[config.mk]
export PLATFORM = sky130hd
export DESIGN_NAME = usp_top
export DESIGN_NICKNAME = d
export VERILOG_FILES = /design/src/shared/usp_pkg.sv /design/src/hw/usp_top.sv
export SDC_FILE = /design/constraint.sdc
export NUM_CORES = 1
export LEC_CHECK = 0
export BUFFER_PORTS_ARGS = -buffer_cell sky130_fd_sc_hd__buf_4
export CORE_MARGIN = 2
export CORE_UTILIZATION = 25
export DETAILED_ROUTE_END_ITERATION = 7
export PLACE_DENSITY = 0.36
export SYNTH_ARGS = -nofsm -noshare
export SYNTH_HDL_FRONTEND = slang
export SYNTH_SLANG_ARGS = --single-unit
export TNS_END_PERCENT = 30
[constraint.sdc]
create_clock -name mclk -period 2.9 [get_ports mclk]
set_input_delay 0.58 -clock mclk [delete_from_list [all_inputs] [get_ports mclk]]
set_output_delay 0.58 -clock mclk [all_outputs]
set_load 0.005 [all_outputs]
[src/shared/usp_pkg.sv]
// Register map, field positions and bus carrier of the slave serial port
package usp_pkg;
   localparam logic [7:0] ADDR_INT_CTRL = 8'h0B;
   localparam logic [7:0] ADDR_IRQ_FLAGS = 8'h0C;
   localparam logic [7:0] ADDR_RX_STATUS = 8'h18;
   localparam logic [7:0] ADDR_TX_BUF = 8'h19;
   localparam logic [7:0] ADDR_RX_BUF = 8'h1A;
   localparam logic [7:0] ADDR_IRQ_EN = 8'h8C;
   localparam logic [7:0] ADDR_TX_STATUS = 8'h98;
   localparam logic [7:0] ADDR_BAUD_DIV = 8'h99;

   // Interrupt control fields
   localparam int unsigned GLB_IE_BIT = 7;
   localparam int unsigned PER_IE_BIT = 6;
   // Flag and enable fields (same positions in both registers)
   localparam int unsigned RXF_BIT = 5;
   localparam int unsigned TXE_BIT = 4;
   // Receive status fields
   localparam int unsigned PORT_EN_BIT = 7;
   localparam int unsigned RX_NINE_SEL_BIT = 6;
   localparam int unsigned SINGLE_RX_BIT = 5;
   localparam int unsigned CONT_RX_BIT = 4;
   localparam int unsigned FRAME_ERR_BIT = 2;
   localparam int unsigned OVERRUN_BIT = 1;
   localparam int unsigned RX_NINTH_BIT = 0;
   // Transmit status fields
   localparam int unsigned CLK_SRC_BIT = 7;
   localparam int unsigned TX_NINE_SEL_BIT = 6;
   localparam int unsigned TX_EN_BIT = 5;
   localparam int unsigned SYNC_MODE_BIT = 4;
   localparam int unsigned SHIFTER_EMPTY_BIT = 1;
   localparam int unsigned TX_NINTH_BIT = 0;

   // Reset values and writable masks
   localparam logic [7:0] DATA_ZERO = 8'h00;
   localparam logic [7:0] TX_STATUS_RST = 8'h02;
   localparam logic [7:0] FLAGS_WMASK = 8'hCF;
   localparam logic [7:0] RX_STATUS_WMASK = 8'hF8;
   localparam logic [7:0] TX_STATUS_WMASK = 8'hF5;

   // Word lengths and receive buffer fill levels
   localparam logic [3:0] BITS_EIGHT = 4'h8;
   localparam logic [3:0] BITS_NINE = 4'h9;
   localparam logic [3:0] CNT_ONE = 4'h1;
   localparam logic [1:0] FILL_ZERO = 2'h0;
   localparam logic [1:0] FIFO_FULL = 2'h2;
   localparam int unsigned FIFO_DEPTH = 2;
   localparam logic [12:0] IRQ_VECTOR = 13'h0004;

   typedef struct packed {
      logic [7:0] addr;
      logic [7:0] wdata;
      logic wr;
      logic rd;
   } usp_bus_req_t;

   typedef logic [8:0] usp_word_t;
endpackage

[src/hw/usp_top.sv]
// Synchronous slave serial port: registers, shifters and receive buffer
`timescale 1ns/1ps
// Summary of operation
// Shift clock always comes from outside master
// Slave mode when clock source bit clear
// Second queued word waits, empty flag clear
// Refill shifter, then set empty flag
// Transmit flag with enable wakes the core
// Software sets sync, port enable, clears source
// Software clears both receive enables first
// Nine-bit transmit select sends nine bits
// Software loads ninth bit before data
// Transmit only while transmit enable set
// Buffer write starts word transmission
// Shifting works identically to master mode
// Single receive enable ignored in slave
// Continuous receive completes word while asleep
// Finished word moves to buffer, may wake
// Nine-bit receive select receives nine bits
// Full flag on completion, irq if enabled
// Software reads status before receive data
// Clearing continuous receive clears overrun
// Irq needs global and peripheral enables
// Sample data at shift clock falling edge
// Third word when full sets overrun, dropped
// Overrun blocks shifter to buffer transfers
// Buffer read exposes next word's ninth bit
// Clock pin is never driven
module usp_top (
   input wire logic mclk,
   input wire logic sys_rst,
   input wire logic clk_en,
   input wire usp_pkg::usp_bus_req_t bus_req,
   output logic [7:0] bus_rdata,
   input wire logic shift_clock_sense,
   output logic shift_clock_drive,
   output logic shift_clock_drive_en,
   input wire logic serial_data_sense,
   output logic serial_data_drive,
   output logic serial_data_drive_en,
   output logic core_wake,
   output logic core_irq,
   output logic [12:0] irq_vector
);
   import usp_pkg::*;

   function automatic logic hit(input logic [7:0] a, input logic [7:0] off);
      return a == off;
   endfunction

   logic ck_s1_q, ck_s2_q, ck_s3_q, dt_s1_q, dt_s2_q, ck_fall;
   logic [7:0] int_ctrl_q, flag_store_q, rx_ctrl_q, tx_ctrl_q;
   logic [7:0] tx_buf_q, irq_en_q, baud_div_q, rd_mux;
   logic wr_int, wr_flg, wr_rxs, wr_txb, wr_ien, wr_txs, wr_bd, rd_rxb;
   logic port_en, cont_rx, rx_nine, tx_nine, tx_en, clk_src, sync_mode;
   logic slave_act, rx_act, tx_go, tx_load, transmit_buffer_empty_flag, receive_buffer_full_flag;
   logic tx_busy_q, tx_full_q;
   logic [8:0] tx_sh_q, rx_sh_q, rx_next, rx_word;
   logic [3:0] tx_cnt_q, rx_cnt_q, rx_len;
   logic rx_done, rx_push, rx_pop, rd_ptr_q, wr_ptr, overrun_error_flag_q;
   logic rx_ninth, tail_ninth;
   logic [1:0] fill_q;
   usp_word_t fifo_q [FIFO_DEPTH];

   // Pin synchronisers; the first stage feeds only the second
   always_ff @(posedge mclk) begin
      if (sys_rst) begin
         ck_s1_q <= 1'h0;
         ck_s2_q <= 1'h0;
         ck_s3_q <= 1'h0;
         dt_s1_q <= 1'h0;
         dt_s2_q <= 1'h0;
      end else if (clk_en) begin
         ck_s1_q <= shift_clock_sense;
         ck_s2_q <= ck_s1_q;
         ck_s3_q <= ck_s2_q;
         dt_s1_q <= serial_data_sense;
         dt_s2_q <= dt_s1_q;
      end
   end

   // External clock edges drive both shifters
   assign ck_fall = ck_s3_q & ~ck_s2_q;

   assign wr_int = bus_req.wr & hit(bus_req.addr, ADDR_INT_CTRL);
   assign wr_flg = bus_req.wr & hit(bus_req.addr, ADDR_IRQ_FLAGS);
   assign wr_rxs = bus_req.wr & hit(bus_req.addr, ADDR_RX_STATUS);
   assign wr_txb = bus_req.wr & hit(bus_req.addr, ADDR_TX_BUF);
   assign wr_ien = bus_req.wr & hit(bus_req.addr, ADDR_IRQ_EN);
   assign wr_txs = bus_req.wr & hit(bus_req.addr, ADDR_TX_STATUS);
   assign wr_bd = bus_req.wr & hit(bus_req.addr, ADDR_BAUD_DIV);
   assign rd_rxb = bus_req.rd & hit(bus_req.addr, ADDR_RX_BUF);

   // Software-visible control registers
   always_ff @(posedge mclk) begin
      if (sys_rst) begin
         int_ctrl_q <= DATA_ZERO;
         flag_store_q <= DATA_ZERO;
         rx_ctrl_q <= DATA_ZERO;
         tx_ctrl_q <= TX_STATUS_RST & TX_STATUS_WMASK;
         tx_buf_q <= DATA_ZERO;
         irq_en_q <= DATA_ZERO;
         baud_div_q <= DATA_ZERO;
      end else if (clk_en) begin
         if (wr_int) begin
            int_ctrl_q <= bus_req.wdata;
         end
         if (wr_flg) begin
            flag_store_q <= bus_req.wdata & FLAGS_WMASK;
         end
         if (wr_rxs) begin
            rx_ctrl_q <= bus_req.wdata & RX_STATUS_WMASK;
         end
         if (wr_txs) begin
            tx_ctrl_q <= bus_req.wdata & TX_STATUS_WMASK;
         end
         if (wr_txb) begin
            tx_buf_q <= bus_req.wdata;
         end
         if (wr_ien) begin
            irq_en_q <= bus_req.wdata;
         end
         if (wr_bd) begin
            baud_div_q <= bus_req.wdata;
         end
      end
   end

   assign port_en = rx_ctrl_q[PORT_EN_BIT];
   assign cont_rx = rx_ctrl_q[CONT_RX_BIT];
   assign rx_nine = rx_ctrl_q[RX_NINE_SEL_BIT];
   assign tx_nine = tx_ctrl_q[TX_NINE_SEL_BIT];
   assign tx_en = tx_ctrl_q[TX_EN_BIT];
   assign clk_src = tx_ctrl_q[CLK_SRC_BIT];
   assign sync_mode = tx_ctrl_q[SYNC_MODE_BIT];

   // Master clocking is not built, so a set source bit idles the port
   assign slave_act = port_en & sync_mode & ~clk_src;
   // Single receive enable plays no part here
   assign rx_act = slave_act & cont_rx;
   // Link is half duplex; reception wins the data pin
   assign tx_go = slave_act & tx_en & ~rx_act;
   assign tx_load = tx_go & tx_full_q & ~tx_busy_q;
   assign transmit_buffer_empty_flag = ~tx_full_q;
   assign receive_buffer_full_flag = fill_q != FILL_ZERO;

   // Transmit buffer occupancy; a write wins over a same-cycle load
   always_ff @(posedge mclk) begin
      if (sys_rst) begin
         tx_full_q <= 1'h0;
      end else if (clk_en) begin
         tx_full_q <= (tx_full_q & ~tx_load) | wr_txb;
      end
   end

   // Transmit shifter, LSB first, one bit per external falling edge
   always_ff @(posedge mclk) begin
      if (sys_rst) begin
         tx_busy_q <= 1'h0;
         tx_cnt_q <= BITS_EIGHT;
         tx_sh_q <= {1'h0, DATA_ZERO};
      end else if (clk_en) begin
         if (!tx_go) begin
            tx_busy_q <= 1'h0;
            tx_cnt_q <= BITS_EIGHT;
         end else if (tx_load) begin
            tx_sh_q <= {tx_ctrl_q[TX_NINTH_BIT], tx_buf_q};
            tx_cnt_q <= tx_nine ? BITS_NINE : BITS_EIGHT;
            tx_busy_q <= 1'h1;
         end else if (tx_busy_q && ck_fall) begin
            tx_sh_q <= tx_sh_q >> 1;
            tx_cnt_q <= tx_cnt_q - CNT_ONE;
            if (tx_cnt_q == CNT_ONE) begin
               tx_busy_q <= 1'h0;
            end
         end
      end
   end

   assign serial_data_drive = tx_sh_q[0];
   assign serial_data_drive_en = tx_busy_q;
   // The pin is only ever sensed; no internal clock reaches it
   assign shift_clock_drive = 1'h0;
   assign shift_clock_drive_en = 1'h0;

   // Receive shifter
   assign rx_len = rx_nine ? BITS_NINE : BITS_EIGHT;
   assign rx_next = {dt_s2_q, rx_sh_q[8:1]};
   assign rx_done = rx_act & ck_fall & (rx_cnt_q == CNT_ONE);
   assign rx_word = rx_nine ? rx_next : {1'h0, rx_next[8:1]};

   always_ff @(posedge mclk) begin
      if (sys_rst) begin
         rx_cnt_q <= BITS_EIGHT;
         rx_sh_q <= {1'h0, DATA_ZERO};
      end else if (clk_en) begin
         if (!rx_act) begin
            // Take a select written now, or the first word is cut short
            rx_cnt_q <= (wr_rxs ? bus_req.wdata[RX_NINE_SEL_BIT] : rx_nine)
               ? BITS_NINE : BITS_EIGHT;
         end else if (ck_fall) begin
            rx_sh_q <= rx_next;
            if (rx_cnt_q == CNT_ONE) begin
               rx_cnt_q <= rx_len;
            end else begin
               rx_cnt_q <= rx_cnt_q - CNT_ONE;
            end
         end
      end
   end

   // Two-deep receive buffer
   assign rx_push = rx_done & ~overrun_error_flag_q & (fill_q != FIFO_FULL);
   assign rx_pop = rd_rxb & receive_buffer_full_flag;
   assign wr_ptr = rd_ptr_q ^ fill_q[0];
   assign rx_ninth = fifo_q[rd_ptr_q][8];
   assign tail_ninth = fifo_q[~rd_ptr_q][8];

   always_ff @(posedge mclk) begin
      if (sys_rst) begin
         fill_q <= FILL_ZERO;
         rd_ptr_q <= 1'h0;
         for (int i = 0; i < FIFO_DEPTH; i++) begin
            fifo_q[i] <= {1'h0, DATA_ZERO};
         end
      end else if (clk_en) begin
         if (rx_push) begin
            fifo_q[wr_ptr] <= rx_word;
         end
         if (rx_pop) begin
            rd_ptr_q <= ~rd_ptr_q;
         end
         fill_q <= fill_q + {1'h0, rx_push} - {1'h0, rx_pop};
      end
   end

   // Overrun is sticky until continuous receive is cleared
   always_ff @(posedge mclk) begin
      if (sys_rst) begin
         overrun_error_flag_q <= 1'h0;
      end else if (clk_en) begin
         if (rx_done && fill_q == FIFO_FULL) begin
            overrun_error_flag_q <= 1'h1;
         end else if (!cont_rx) begin
            overrun_error_flag_q <= 1'h0;
         end
      end
   end

   // Read mux with status views built from live state
   always_comb begin
      rd_mux = DATA_ZERO;
      case (bus_req.addr)
         ADDR_INT_CTRL: rd_mux = int_ctrl_q;
         ADDR_IRQ_FLAGS: begin
            rd_mux = flag_store_q;
            rd_mux[RXF_BIT] = receive_buffer_full_flag;
            rd_mux[TXE_BIT] = transmit_buffer_empty_flag;
         end
         ADDR_RX_STATUS: begin
            rd_mux = rx_ctrl_q;
            rd_mux[FRAME_ERR_BIT] = 1'h0;
            rd_mux[OVERRUN_BIT] = overrun_error_flag_q;
            rd_mux[RX_NINTH_BIT] = rx_ninth;
         end
         ADDR_RX_BUF: rd_mux = fifo_q[rd_ptr_q][7:0];
         ADDR_IRQ_EN: rd_mux = irq_en_q;
         ADDR_TX_STATUS: begin
            rd_mux = tx_ctrl_q;
            rd_mux[SHIFTER_EMPTY_BIT] = ~tx_busy_q;
         end
         ADDR_BAUD_DIV: rd_mux = baud_div_q;
         default: rd_mux = DATA_ZERO;
      endcase
   end

   // Read data stand for exactly one cycle after the strobe
   always_ff @(posedge mclk) begin
      if (sys_rst) begin
         bus_rdata <= DATA_ZERO;
      end else if (clk_en) begin
         bus_rdata <= bus_req.rd ? rd_mux : DATA_ZERO;
      end
   end

   // Wake ignores the global gates so sleep exits even with irqs off
   assign core_wake = (transmit_buffer_empty_flag & irq_en_q[TXE_BIT])
      | (receive_buffer_full_flag & irq_en_q[RXF_BIT]);
   assign core_irq = core_wake & int_ctrl_q[GLB_IE_BIT]
      & int_ctrl_q[PER_IE_BIT];
   assign irq_vector = IRQ_VECTOR;
endmodule // usp_top

# Word level (Yosys, flattened, before mapping)
# Memories as Yosys holds them, arrays and structs flattened. A register that Yosys moved wholly into a read port is not among the register bits.
# Cells that the tools add are included.
# totals
reg_bits	94
mem_bits_rw	18
romBits	0
latchBits	0
memories	1
out_inout_bits	27
# mem_list
memory	words	word_bits	rd	rd_clocked_by_memory_dff	wr	line	text
fifo_q	2	9	1	1	2	usp_top.sv:63	usp_word_t fifo_q [FIFO_DEPTH];
# op_classes
muxes	32
add_sub_neg	4
n_eq_ne	16
order_cmp	0
n_reduce_logical	19
div	0
bitwise	37
shift	0
mul	0
# ops
cell	n
$pmux W8 S7	1
$mux W9	4
$and A1 B1 Y1	26
$eq A8 B5 Y1 const B	3
$eq A8 B8 Y1 const B	3
$mux W4	6
$reduce_and A2 Y1	11
$mux W1	20
$eq A8 B4 Y1 const B	2
$reduce_and A3 Y1	3
$reduce_or A9 Y1	1
$eq A4 B1 Y1 const B	2
$mux W8	1
$not A1 Y1	8
$sub A4 B1 Y4 const B	2
$ne A3 B1 Y1 const B	2
$ne A2 B2 Y1 const B	2
$reduce_bool A2 Y1	2
$add A2 B1 Y2	1
$eq A2 B2 Y1 const B	1
$logic_and A1 B1 Y1	2
$ne A2 B1 Y1 const B	1
$or A1 B1 Y1	2
$sub A2 B1 Y2	1
$xor A1 B1 Y1	1

# Longest topological paths before layout
# logic_depth
depth_word	13
depth_mapped	12
mapped_depth_nobuf	10

# Worst setup path before layout
# OpenSTA, ideal clock, no wires.
# synth_path
path_type	input -> register
startpoint	input bus_req[17] (netlist name)
endpoint	register fill_q[1]
setup_time_ns	0.128
arrival_time_ns	2.187
required_ns	2.772
setup_slack_ns	0.586
cell_stages	12
path_cell_list	buf_6 nor4_4 buf_6 nand4_4 nor2_1 ha_1 inv_1 ha_1 xnor2_1 nor2_1 xnor2_1 nor2_1
# synth_between
elab_chain_len	4
# synth_rtl
item	line	text
start: declaration	usp_top.sv:33	input wire usp_pkg::usp_bus_req_t bus_req,
$eq A8 B5 Y1	usp_top.sv:48	return a == off;
$and A1 B1 Y1	usp_top.sv:92	assign rd_rxb = bus_req.rd & hit(bus_req.addr, ADDR_RX_BUF);
$and A1 B1 Y1	usp_top.sv:214	assign rx_pop = rd_rxb & receive_buffer_full_flag;
$sub A2 B1 Y2	usp_top.sv:233	fill_q <= fill_q + {1'h0, rx_push} - {1'h0, rx_pop};
end signal: assignment	usp_top.sv:233	
end: declaration	usp_top.sv:62	logic [1:0] fill_q;
# Every way passes these cells.
# A chain may end at the register's enable or synchronous reset.

==> flow_metrics.py <==
metrics = {
    "sta": {
        "finalSetupTns_ns": 0,
        "fin_skew_ns": 0.008362,
        "fmax_mhz": 407.4,
        "fin_crit_ns": 2.455,
        "whs_ns": 0.4509,
        "setup_slack_ns": 0.4451,
        "worst_pin_slew_ns": 0.9631,
        "slew_headroom_pct": 34.13,
        "period_share_pct": 84.65,
        "final_hold_viol_count": 0,
        "setup_viol": 0,
        "rsz0062_at_grt": "false",
        "slew_violations": 0,
    },
    "placement": {
        "gp_congestion": 0.8174,
        "placed_area_um2": 5773,
        "pre_cts_ws_ns": 0.2056,
        "numPortBuffers": 34,
        "hpwl_um": 11260,
        "dp_cells": 877,
    },
    "drt": {
        "drt.antenna.violating_nets": 0,
        "vias": 4126,
        "wire_per_inst_um": 17.23,
        "wirelength_um": 15390,
        "initialDrtViolationCount": 235,
        "firstDrtPassIters": 4,
        "route.detailed.drc": 0,
        "via_per_inst": 4.620,
    },
    "pwr": {
        "netSwitchingPower_mw": 0.7180,
        "power.internal_mw": 2.362,
        "p_comb_share_pct": 5.1,
        "clkPwrFrac_pct": 42.9,
        "pwr-share-seq_pct": 52.0,
        "totalPowerFinal_mw": 3.080,
        "p_per_area_nw_per_um2": 506.4,
        "p_leak_nw": 2.093,
        "ir_worst_vdd_mv": 0.2061,
        "p_sw_share_pct": 23.31,
    },
    "finish": {
        "fin_cells": 893,
        "final_cell_mix": "dfxtp_1 (94), nand2_1 (86), nor2_1 (76)",
        "layout-drive-gt1-share_pct": 13.43,
        "fin_util_pct": 29.03,
        "nFillCells": 2273,
        "final_area_um2": 6083,
        "final_nets": 642,
        "layout_commonest_cell": "dfxtp_1",
        "diodes": 0,
        "syn_to_final_growth_pct": 14.16,
    },
    "setup_path": {
        "crit_fanout": 10,
        "critPathKind": "flop to flop",
        "reg2reg_slack_ns": 0.45,
        "cp-end-kind": "flop",
        "worst_setup_path_start_kind": "flop",
        "crit_required_ns": 2.91,
        "rr_endpoint": "fifo_q[0][5]",
        "r2r_cells": 6,
        "r2r-start": "rx_cnt_q[0]",
        "startpoint": "rx_cnt_q[0]",
        "cp_data_arrival_time_ns": 2.46,
    },
    "clock_network": {
        "post_cts_buffers": 0,
        "cts-root-buf": "clkbuf_16",
        "cts_sinks": 112,
        "htreeDepth": 3,
        "clk_pin_slew_worst_paths_ns": 0.08,
        "clock_latency_ns": 0.36,
        "clockBufferDepth": 2,
        "cts_tree": "done",
        "numCtsBuffers": 9,
        "post_cts_resized": 0,
        "hold_buffers": 0,
    },
    "die": {
        "core_area_um2": 20960,
        "rows": 53,
        "start_util_pct": 25.43,
        "die-area_um2": 22500,
        "io_pins": 50,
        "die_h_um": 150,
        "die_x_um": 150,
    },
    "grt": {
        "first_global_vias": 4169,
        "grt-ovfl-total": 0,
        "grtUsageMet1_pct": 19.47,
        "met3_usage_pct": 1.890,
        "grt_util_met2_pct": 23.15,
        "grt_busiest_layer": "met2",
        "grt_max_degree": 79,
        "track_usage_pct": 14.39,
        "grt_pass1_wl_um": 24270,
        "antenna_found_initial": 0,
    },
    "flow_run": {
        "cap_violations": 0,
    },
    "synthesis": {
        "syn_area_um2": 5329,
        "yosysUniqueCellTypes": 65,
        "ys_seq_area_share_pct": 45.46,
        "async_flop_share_pct": 0,
        "ys_seq_elements": 112,
        "synth-edff-count": 18,
        "yosys_warnings": 0,
        "synth_cells": 593,
        "synth_area_per_cell_um2": 8.986,
        "ys.flop_type": "dfxtp_1",
        "synth_top_area_cell": "dfxtp_1",
        "synthTopCellsByArea": "dfxtp_1 (35%), edfxtp_1 (10%), mux2i_1 (9.6%)",
        "synth_top_area_share_pct": 35.31,
    },
    "min_path": {
        "hold_path_class": "flop to flop",
        "min_to": "bus_rdata[1]",
        "worstHoldPathCells": 2,
        "min_from": "bus_rdata[1]",
    },
    "run_status": {
        "status": "finished, final reports clean",
    },
}
-- kinds of logic (layout without fill, tap and decap cells) --
kind of cell / count (synthesis) / count (layout) / share of synthesized area, %
buffers and inverters: 63 / 75 / 6.832
xor gates and xnor gates: 6 / 6 / 0.9861
other: 2 / 15 / 0.1409
adders and majority gates: 6 / 6 / 1.409
AOI/OAI and AO/OA: 110 / 110 / 13.34
and+or+nand+nor: 242 / 242 / 22.05
muxes: 52 / 52 / 9.791
DFF: 112 / 112 / 45.46
-- cells in the mapped netlist (4+ instances only) --
cell,instances
nor2_1,76
inv_1,9
buf_4,23
xnor2_1,5
a211oi_1,11
buf_6,4
nor3_1,6
buf_2,9
nand2_1,86
dfxtp_1,94
nand3_1,25
a221o_1,4
edfxtp_1,18
a21oi_1,50
and3_1,11
o21ai_0,11
clkbuf_1,18
a22o_1,5
o21ai_1,7
nand2b_1,6
mux2i_1,51
ha_1,6
-- flip-flops by register name, indices dropped and copies added, names as in the netlist, 2 cells and up, named ones only --
register,cells
tx_cnt_q,4
flag_store_q,6
baud_div_q,8
irq_en_q,8
int_ctrl_q,8
bus_rdata,8
fill_q,2
rx_sh_q,8
tx_sh_q,9
tx_buf_q,8
rx_ctrl_q,5
rx_cnt_q,4
fifo_q,18
tx_ctrl_q,6
-- layer usage --
metal | routed length (um) | vias up
met5 | 0 | -
met3 | 647 | 17
li1 | - | 2079
met2 | 7045 | 87
met4 | 299 | 0
met1 | 7395 | 1943
-- power by group through the flow --
stage               Clock [mW]  Combinational [mW]  Sequential, mW
finish                    1.32               0.158            1.60
floorplan                    0               0.103            1.63
detailed placement           0               0.161            1.64
global route              1.41               0.176            1.60
CTS                       1.36               0.162            1.60
global placement             0               0.161            1.64
-- final cells by class --
type                       count  area, um2  share of cell area (%)
multi-input combinational    431       2597                   42.70
sequential                   112       2422                   39.82
timing repair buffer          50      375.4                   6.170
tap                          275      344.1                   5.656
clock buffer                   9      225.2                   3.702
clock inverter                 7      85.08                   1.399
inverter                       9      33.78                  0.5553
-- critical path: stages, from the launching register on --
cell and delay [ns]:
dfxtp_1 0.39, ha_1 0.17, or3b_1 0.41, nor3_1 0.24, nand3b_1 0.12, or2_1 0.37, nand2b_1 0.41
-- how the worst max path moves through the flow --
stage | end | slack, ns | cells past startpoint
final | fifo_q[0][5] | 0.45 | 6
after global routing | fifo_q[0][5] | 0.25 | 6
after CTS | fifo_q[0][5] | 0.41 | 6
after detailed placement | bus_rdata[4] | 0.21 | 7
after global placement | bus_rdata[4] | 0.13 | 7
after floorplan | fill_q[1] | 0.59 | 12
No activity file was read; power rests on OpenSTA's default activity.
